[config.mk]
export PLATFORM = sky130hd
export DESIGN_NAME = sdpc_core
export DESIGN_NICKNAME = d
export VERILOG_FILES = /design/src/hdl/sdpc_pkg.sv /design/src/hdl/sdpc_core.sv
export SDC_FILE = /design/constraint.sdc
export NUM_CORES = 1
export LEC_CHECK = 0
export BUFFER_PORTS_ARGS = -buffer_cell sky130_fd_sc_hd__buf_2
export CORE_ASPECT_RATIO = 1.4
export CORE_MARGIN = 2
export CORE_UTILIZATION = 45
export CTS_BUF_LIST = sky130_fd_sc_hd__clkbuf_16
export DETAILED_ROUTE_END_ITERATION = 7
export PLACE_DENSITY_LB_ADDON = 0.05
export SLEW_MARGIN = 20
export SYNTH_ARGS = -nofsm -noshare
export SYNTH_HDL_FRONTEND = slang
export SYNTH_SLANG_ARGS = --single-unit
[constraint.sdc]
create_clock -name clk -period 3 [get_ports clk]
set_input_delay 0.6 -clock clk [delete_from_list [all_inputs] [get_ports clk]]
set_output_delay 0.6 -clock clk [all_outputs]
set_load 0.01 [all_outputs]
[src/hdl/sdpc_pkg.sv]
// package: constants and carriers for the sdram pin command interface
package sdpc_pkg;
	localparam int ROW_W       = 11;
	localparam int COL_W       = 8;
	localparam int DATA_W      = 16;
	localparam int READ_MASK_LAT = 2;
	localparam int CAS_LAT     = 2;
	localparam int BURST_LEN   = 4;
	localparam int BANKS       = 2;
	localparam logic [7:0] RST_COUNT = 8'h00;

	typedef enum logic [2:0] {
		SDPC_CMD_NOP,
		SDPC_CMD_ACT,
		SDPC_CMD_READ,
		SDPC_CMD_WRITE,
		SDPC_CMD_PRE,
		SDPC_CMD_REF,
		SDPC_CMD_MRS,
		SDPC_CMD_STOP
	} sdpc_cmd_e;

	typedef enum logic [1:0] {
		SDPC_ST_RUN,
		SDPC_ST_PDOWN,
		SDPC_ST_SUSP,
		SDPC_ST_SREF
	} sdpc_pwr_e;

	// sampled pin inputs
	typedef struct packed {
		logic              cs_n;
		logic              ras_n;
		logic              cas_n;
		logic              we_n;
		logic              bank;
		logic [10:0]       address_lines;
		logic              upper_byte_mask;
		logic              lower_byte_mask;
	} sdpc_pins_s;

	// write request towards the array
	typedef struct packed {
		logic              en;
		logic              bank;
		logic [10:0]       row;
		logic [7:0]        col;
		logic [1:0]        byte_en;
		logic [15:0]       data;
	} sdpc_wr_s;
endpackage

[src/hdl/sdpc_core.sv]
// sdram pin command decoder, address mux, byte masks and power states
// Behaviour
// - row on all lines, column on low eight
// - bank input picks activated or accessed bank
// - deselected decoder ignores commands, operation continues
// - command from row, column, write strobes
// - read mask drives data high impedance after two
// - write mask blocks same cycle write
// - all inputs sampled on rising clock edge
// - clock enable low enters low power state
// - sixteen shared data lines, device drives reads
// - upper and lower masks control own bytes
`timescale 1ns/1ps
module sdpc_core
	import sdpc_pkg::*;
#(
	parameter int DATA_WIDTH = DATA_W
) (
	input  wire logic                  clk,             // system clock
	input  wire logic                  rst,             // sync reset
	input  wire logic                  clock_enable,    // low: suspend etc
	input  wire sdpc_pins_s            pins,            // command pins
	input  wire logic [DATA_WIDTH-1:0] data_lines_in,   // data pin level
	output logic      [DATA_WIDTH-1:0] data_lines_out,  // read data
	output logic      [DATA_WIDTH-1:0] data_lines_oe,   // drive per bit
	output sdpc_wr_s                   array_write,     // write to array
	output logic      [ROW_W-1:0]      array_read_row,  // read row
	output logic      [COL_W-1:0]      array_read_col,  // read column
	output logic                       array_read_bank, // read bank
	output logic                       array_read_en,   // read strobe
	input  wire logic [DATA_WIDTH-1:0] array_read_data, // data from array
	output sdpc_pwr_e                  power_state,     // low power state
	output logic      [BANKS-1:0]      bank_open        // bank active flags
);
	function automatic sdpc_cmd_e decode(input sdpc_pins_s p);
		case ({p.ras_n, p.cas_n, p.we_n})
			3'h3: decode = SDPC_CMD_ACT;
			3'h5: decode = SDPC_CMD_READ;
			3'h4: decode = SDPC_CMD_WRITE;
			3'h2: decode = SDPC_CMD_PRE;
			3'h1: decode = SDPC_CMD_REF;
			3'h0: decode = SDPC_CMD_MRS;
			3'h6: decode = SDPC_CMD_STOP;
			default: decode = SDPC_CMD_NOP;
		endcase
	endfunction

	sdpc_pwr_e            pwr, next_pwr;
	logic [ROW_W-1:0]     row_of [BANKS], next_row_of [BANKS];
	logic [BANKS-1:0]     open_b, next_open_b;
	logic                 rd_act, next_rd_act, wr_act, next_wr_act;
	logic [7:0]           left, next_left;
	logic [COL_W-1:0]     col, next_col;
	logic                 bk, next_bk;
	logic [CAS_LAT-1:0]   rd_pipe, next_rd_pipe;
	logic [1:0]           m1, next_m1;
	logic [DATA_WIDTH-1:0] dout, next_dout, doe, next_doe;
	sdpc_wr_s             wr, next_wr;
	logic                 rden, next_rden;
	sdpc_cmd_e            cmd;
	logic                 run;
	logic [1:0]           mask_now;

	always_comb begin
		run = clock_enable && (pwr == SDPC_ST_RUN);
		cmd = (run && !pins.cs_n) ? decode(pins) : SDPC_CMD_NOP;
		mask_now = {pins.upper_byte_mask, pins.lower_byte_mask};
		next_pwr = pwr;
		next_open_b = open_b;
		for (int b = 0; b < BANKS; b++) begin
			next_row_of[b] = row_of[b];
		end
		next_rd_act = rd_act;
		next_wr_act = wr_act;
		next_left = left;
		next_col = col;
		next_bk = bk;
		next_rd_pipe = rd_pipe;
		next_m1 = m1;
		next_dout = dout;
		next_doe = doe;
		next_wr = '0;
		next_rden = 1'b0;
		// context picks the low power state
		if (!clock_enable && pwr == SDPC_ST_RUN) begin
			if (!pins.cs_n && decode(pins) == SDPC_CMD_REF)
				next_pwr = SDPC_ST_SREF;
			else if (rd_act || wr_act)
				next_pwr = SDPC_ST_SUSP;
			else
				next_pwr = SDPC_ST_PDOWN;
		end else if (clock_enable && pwr != SDPC_ST_RUN) begin
			next_pwr = SDPC_ST_RUN;
		end
		if (run) begin
			// burst engine continues regardless of chip select
			if (rd_act || wr_act) begin
				next_col = col + 8'h01;
				next_left = left - 8'h01;
				if (left == 8'h01) begin
					next_rd_act = 1'b0;
					next_wr_act = 1'b0;
				end
			end
			case (cmd)
				SDPC_CMD_ACT: begin
					next_open_b[pins.bank] = 1'b1;
					next_row_of[pins.bank] = pins.address_lines;
				end
				SDPC_CMD_READ, SDPC_CMD_WRITE: begin
					next_bk = pins.bank;
					next_col = pins.address_lines[COL_W-1:0] + 8'h01;
					next_left = 8'(BURST_LEN - 1);
					next_rd_act = (cmd == SDPC_CMD_READ) && (BURST_LEN > 1);
					next_wr_act = (cmd == SDPC_CMD_WRITE) && (BURST_LEN > 1);
				end
				SDPC_CMD_PRE: begin
					if (pins.address_lines[10])
						next_open_b = '0;
					else
						next_open_b[pins.bank] = 1'b0;
				end
				SDPC_CMD_STOP: begin
					next_rd_act = 1'b0;
					next_wr_act = 1'b0;
				end
				default: ;
			endcase
			// first data with the command, rest each edge
			if (cmd == SDPC_CMD_WRITE || (wr_act && cmd != SDPC_CMD_READ
					&& cmd != SDPC_CMD_STOP)) begin
				next_wr.en = 1'b1;
				next_wr.bank = (cmd == SDPC_CMD_WRITE) ? pins.bank : bk;
				next_wr.col = (cmd == SDPC_CMD_WRITE) ?
					pins.address_lines[COL_W-1:0] : col;
				next_wr.row = row_of[next_wr.bank];
				next_wr.byte_en = ~mask_now;
				next_wr.data = data_lines_in;
			end
			if (cmd == SDPC_CMD_READ || (rd_act && cmd != SDPC_CMD_WRITE
					&& cmd != SDPC_CMD_STOP)) begin
				next_rden = 1'b1;
			end
			// read data pipe of cas latency
			next_rd_pipe = {rd_pipe[CAS_LAT-2:0], rden};
			next_m1 = mask_now;
			next_dout = array_read_data;
			for (int i = 0; i < DATA_WIDTH; i++) begin
				next_doe[i] = rd_pipe[CAS_LAT-2]
					&& !m1[i / (DATA_WIDTH / 2)];
			end
		end
	end

	always_ff @(posedge clk) begin
		if (rst) begin
			pwr <= SDPC_ST_RUN;
			open_b <= '0;
			for (int b = 0; b < BANKS; b++) begin
				row_of[b] <= '0;
			end
			rd_act <= 1'b0;
			wr_act <= 1'b0;
			left <= RST_COUNT;
			col <= '0;
			bk <= 1'b0;
			rd_pipe <= '0;
			m1 <= '0;
			dout <= '0;
			doe <= '0;
			wr <= '0;
			rden <= 1'b0;
		end else begin
			pwr <= next_pwr;
			open_b <= next_open_b;
			row_of <= next_row_of;
			rd_act <= next_rd_act;
			wr_act <= next_wr_act;
			left <= next_left;
			col <= next_col;
			bk <= next_bk;
			rd_pipe <= next_rd_pipe;
			m1 <= next_m1;
			dout <= next_dout;
			doe <= next_doe;
			wr <= next_wr;
			rden <= next_rden;
		end
	end

	always_ff @(posedge clk) begin
		if (rst) begin
			array_read_row <= '0;
			array_read_col <= '0;
			array_read_bank <= 1'b0;
		end else if (next_rden) begin
			array_read_bank <= (cmd == SDPC_CMD_READ) ? pins.bank : bk;
			array_read_col <= (cmd == SDPC_CMD_READ) ?
				pins.address_lines[COL_W-1:0] : col;
			array_read_row <= (cmd == SDPC_CMD_READ) ?
				row_of[pins.bank] : row_of[bk];
		end
	end

	assign data_lines_out = dout;
	assign data_lines_oe = doe;
	assign array_write = wr;
	assign array_read_en = rden;
	assign power_state = pwr;
	assign bank_open = open_b;

	a_cs_ignore: assert property (@(posedge clk) disable iff (rst)
		(pins.cs_n && clock_enable && pwr == SDPC_ST_RUN && !wr_act)
		|=> !array_write.en) else $error("write taken while deselected");
	a_write_mask: assert property (@(posedge clk) disable iff (rst)
		(run && !pins.cs_n && decode(pins) == SDPC_CMD_WRITE)
		|=> array_write.en && array_write.byte_en == ~$past(mask_now))
		else $error("write mask not applied");
	a_read_mask: assert property (@(posedge clk) disable iff (rst)
		(run && pins.lower_byte_mask) ##1 run |=> !data_lines_oe[0])
		else $error("masked read byte driven");
	a_row_latch: assert property (@(posedge clk) disable iff (rst)
		(run && !pins.cs_n && decode(pins) == SDPC_CMD_ACT)
		|=> bank_open[$past(pins.bank)])
		else $error("bank not opened");
	a_pdown_entry: assert property (@(posedge clk) disable iff (rst)
		(!clock_enable && pwr == SDPC_ST_RUN) |=> power_state != SDPC_ST_RUN)
		else $error("low power not entered");
	a_read_start: assert property (@(posedge clk) disable iff (rst)
		(run && !pins.cs_n && decode(pins) == SDPC_CMD_READ)
		|=> array_read_en
		&& array_read_col == $past(pins.address_lines[COL_W-1:0]))
		else $error("read column not latched");
endmodule // sdpc_core

==> flow_metrics.tcl <==
set metrics [dict create \
    multi_input_area_mm2 0.002559 \
    die_w_um 97.74 \
    ys_seq_area_share_pct 45.57 \
    placementRows 47 \
    grt_usage_pct 23.42 \
    yosys_warnings 0 \
    drv_slew 0 \
    final_util_pct 56.63 \
    cts.reportedPaths.clkPinSlew_ps 60 \
    p_leak_uw 0.002746 \
    reg2reg_to "array_write[37]" \
    coreArea_mm2 0.01194 \
    fmax_mhz 458.1 \
    skew_ps 6.469 \
    total_power_uw 3890 \
    grt_pass1_vias 4788 \
    cp_top_family "simple AND/OR/NAND/NOR gates" \
    io_pins 149 \
    synthFlopType "dfxtp_1" \
    worst_pin_slew_ps 888.3 \
    dp_hpwl_um 10480 \
    start_util_pct 46.37 \
    synthCells 608 \
    status "finished, final reports clean" \
    cts.sinks 126 \
    cp-end-kind "register" \
    dpl_cell_area_mm2 0.006238 \
    cts_tree "done" \
    cp_slowest_cell "nand3_1" \
    antenna_found_initial 0 \
    critPathCapture "array_write[37]" \
    synth_edf_count 0 \
    synth_fp_nets 667 \
    cts-root-buf "clkbuf_16" \
    grt_max_degree 83 \
    final_cell_mix "148 x buf_2, 126 x dfxtp_1, 62 x nor2_1" \
    post_cts_resized 0 \
    r2r_cells 6 \
    cp.required_ps 3310 \
    vias 4905 \
    fillers 1132 \
    synth.ff_latch_count 126 \
    post_cts_buffers 0 \
    hold_buffers 0 \
    path_depth 6 \
    routed_wl_um 15360 \
    cts_made_buffers 17 \
    vias_per_cell 5.555 \
    fin_setup_tns_ps 0 \
    gp_congestion 0.7934 \
    syn_area_per_cell_um2 9.104 \
    crit_chain "nor2_1, ha_1, and4bb_1, buf_4, nand3_1, a221oi_1" \
    cpPeakStageDelay_ps 440 \
    fin_area_mm2 0.006760 \
    ir_worst_vdd_mv 0.3196 \
    clockBufferDepth 2 \
    cp.buffers_inverters 1 \
    die_y_um 135.2 \
    postRouteAntennaNets 0 \
    hold_viol_final 0 \
    critical_path.startpoint "power_state[0]" \
    cp-start-kind "register" \
    num_antenna_cells 0 \
    slew_headroom_pct 40.78 \
    final_common_cell "buf_2" \
    synthArstFlopShare_pct 0 \
    synth_area_mm2 0.005535 \
    synthToLayoutAreaGrowth_pct 22.13 \
    grt_pass1_wl_um 24370 \
    setup_viol 0 \
    drc 0 \
    reg2reg_setup_slack_ps 820 \
    insertion_delay_ps 410 \
    worstPathMaxFanout 13 \
    drive_above_1_share_pct 28.80 \
    drt_iter0_markers 326 \
    routedWlPerCell_um 17.40 \
    rsz0062_at_grt "false" \
    maxCapViolCount 0 \
    die_area_mm2 0.01322 \
    crit_type "register to register" \
    numPortBuffers 148 \
    arrival_ps 2490 \
    hp-start "pins[1]" \
    fin_nets 784 \
    ys_types 55 \
    overflow 0 \
    hp-class "primary input to register" \
    firstDrtPassIters 5 \
    cts_max_level 4 \
    seq_area_mm2 0.002522 \
    power_density_mw_per_mm2 575.4 \
    period_share_pct 72.76 \
    post-route-min-period_ps 2183 \
    rr_startpoint "power_state[0]" \
]
-- Yosys cell counts, types with 4 or more instances --
master / number / area, um2
a211oi_1: 23 / 172.7
a21bo_1: 8 / 80.08
a21oi_1: 34 / 170.2
a221oi_1: 20 / 175.2
a311oi_1: 22 / 192.7
buf_2: 24 / 120.1
buf_4: 17 / 127.6
clkbuf_1: 26 / 97.59
dfxtp_1: 126 / 2522
ha_1: 6 / 75.07
inv_1: 25 / 93.84
mux2i_1: 42 / 420.4
nand2_1: 52 / 195.2
nand2b_1: 6 / 37.54
nand3_1: 27 / 135.1
nor2_1: 62 / 232.7
nor3_1: 5 / 25.02
o211ai_1: 5 / 37.54
o21ai_0: 17 / 85.08
xnor2_1: 11 / 96.34
xor2_1: 4 / 35.03
-- report_power, final --
group | total, uW | internal [uW] | switching (uW)
registers | 1750 | 1720 | 31.6
clock network | 1800 | 1040 | 755
logic | 343 | 134 | 209
total | 3890 | 2890 | 996
-- metal layers --
metal  global-route usage [%]  vias up  wire length (um)
li1                         -     2373                 -
met1                    26.86     2331              6024
met2                    40.57      178              7781
met3                    7.534       23              1155
met4                    9.182        0               398
met5                        0        -                 0
-- worst min path at each step --
stage	endpoint	slack, ps	cells after the start
2_1_floorplan	m1[0]	450	2
3_3_place_gp	power_state[0]	460	2
3_5_place_dp	power_state[0]	470	2
4_1_cts	array_write[17]	360	2
5_1_grt	array_write[17]	360	2
6_report	array_write[17]	380	2
-- state kept, by name (all words and copies together), names as in the netlist --
| signal | flops |
|---|---|
| array_write | 39 |
| left | 8 |
| array_read_bank | 1 |
| data_lines_out | 16 |
| array_read_row | 11 |
| bank_open | 2 |
| array_read_en | 1 |
| col | 8 |
| array_read_col | 8 |
| rd_act | 1 |
| bk | 1 |
| row_of | 22 |
| wr_act | 1 |
| rd_pipe | 1 |
| data_lines_oe | 2 |
| power_state | 2 |
| m1 | 2 |
-- through the flow --
step | instances | hold WS, ps | setup WS [ps]
5_1_grt | 883 | 363.7 | 552.1
4_1_cts | 883 | 357.1 | 794.5
6_report | 883 | 376.2 | 817.2
3_3_place_gp | 853 | 456.9 | 575.6
2_1_floorplan | 608 | 450.9 | 466.5
3_5_place_dp | 853 | 465.6 | 542.5
-- cell type report --
class                           instances  area share [%]
Tap cell                              147           2.721
Sequential cell                       126           37.31
Multi-Input combinational cell        388           37.85
Clock buffer                           17           6.293
Clock inverter                         13           1.425
Inverter                               26           1.444
Timing Repair Buffer                  166           12.96
-- logic make-up after synthesis --
kind of cell | count (synthesis) | share of synthesized area, %
adders and majority gates | 7 | 1.560
and+or+nand+nor | 177 | 15.24
DFF | 126 | 45.57
buffers and inverters | 94 | 8.205
xor gates and xnor gates | 15 | 2.373
AOI/OAI and AO/OA | 147 | 19.46
muxes | 42 | 7.595
No activity file was read; power rests on OpenSTA's default activity.
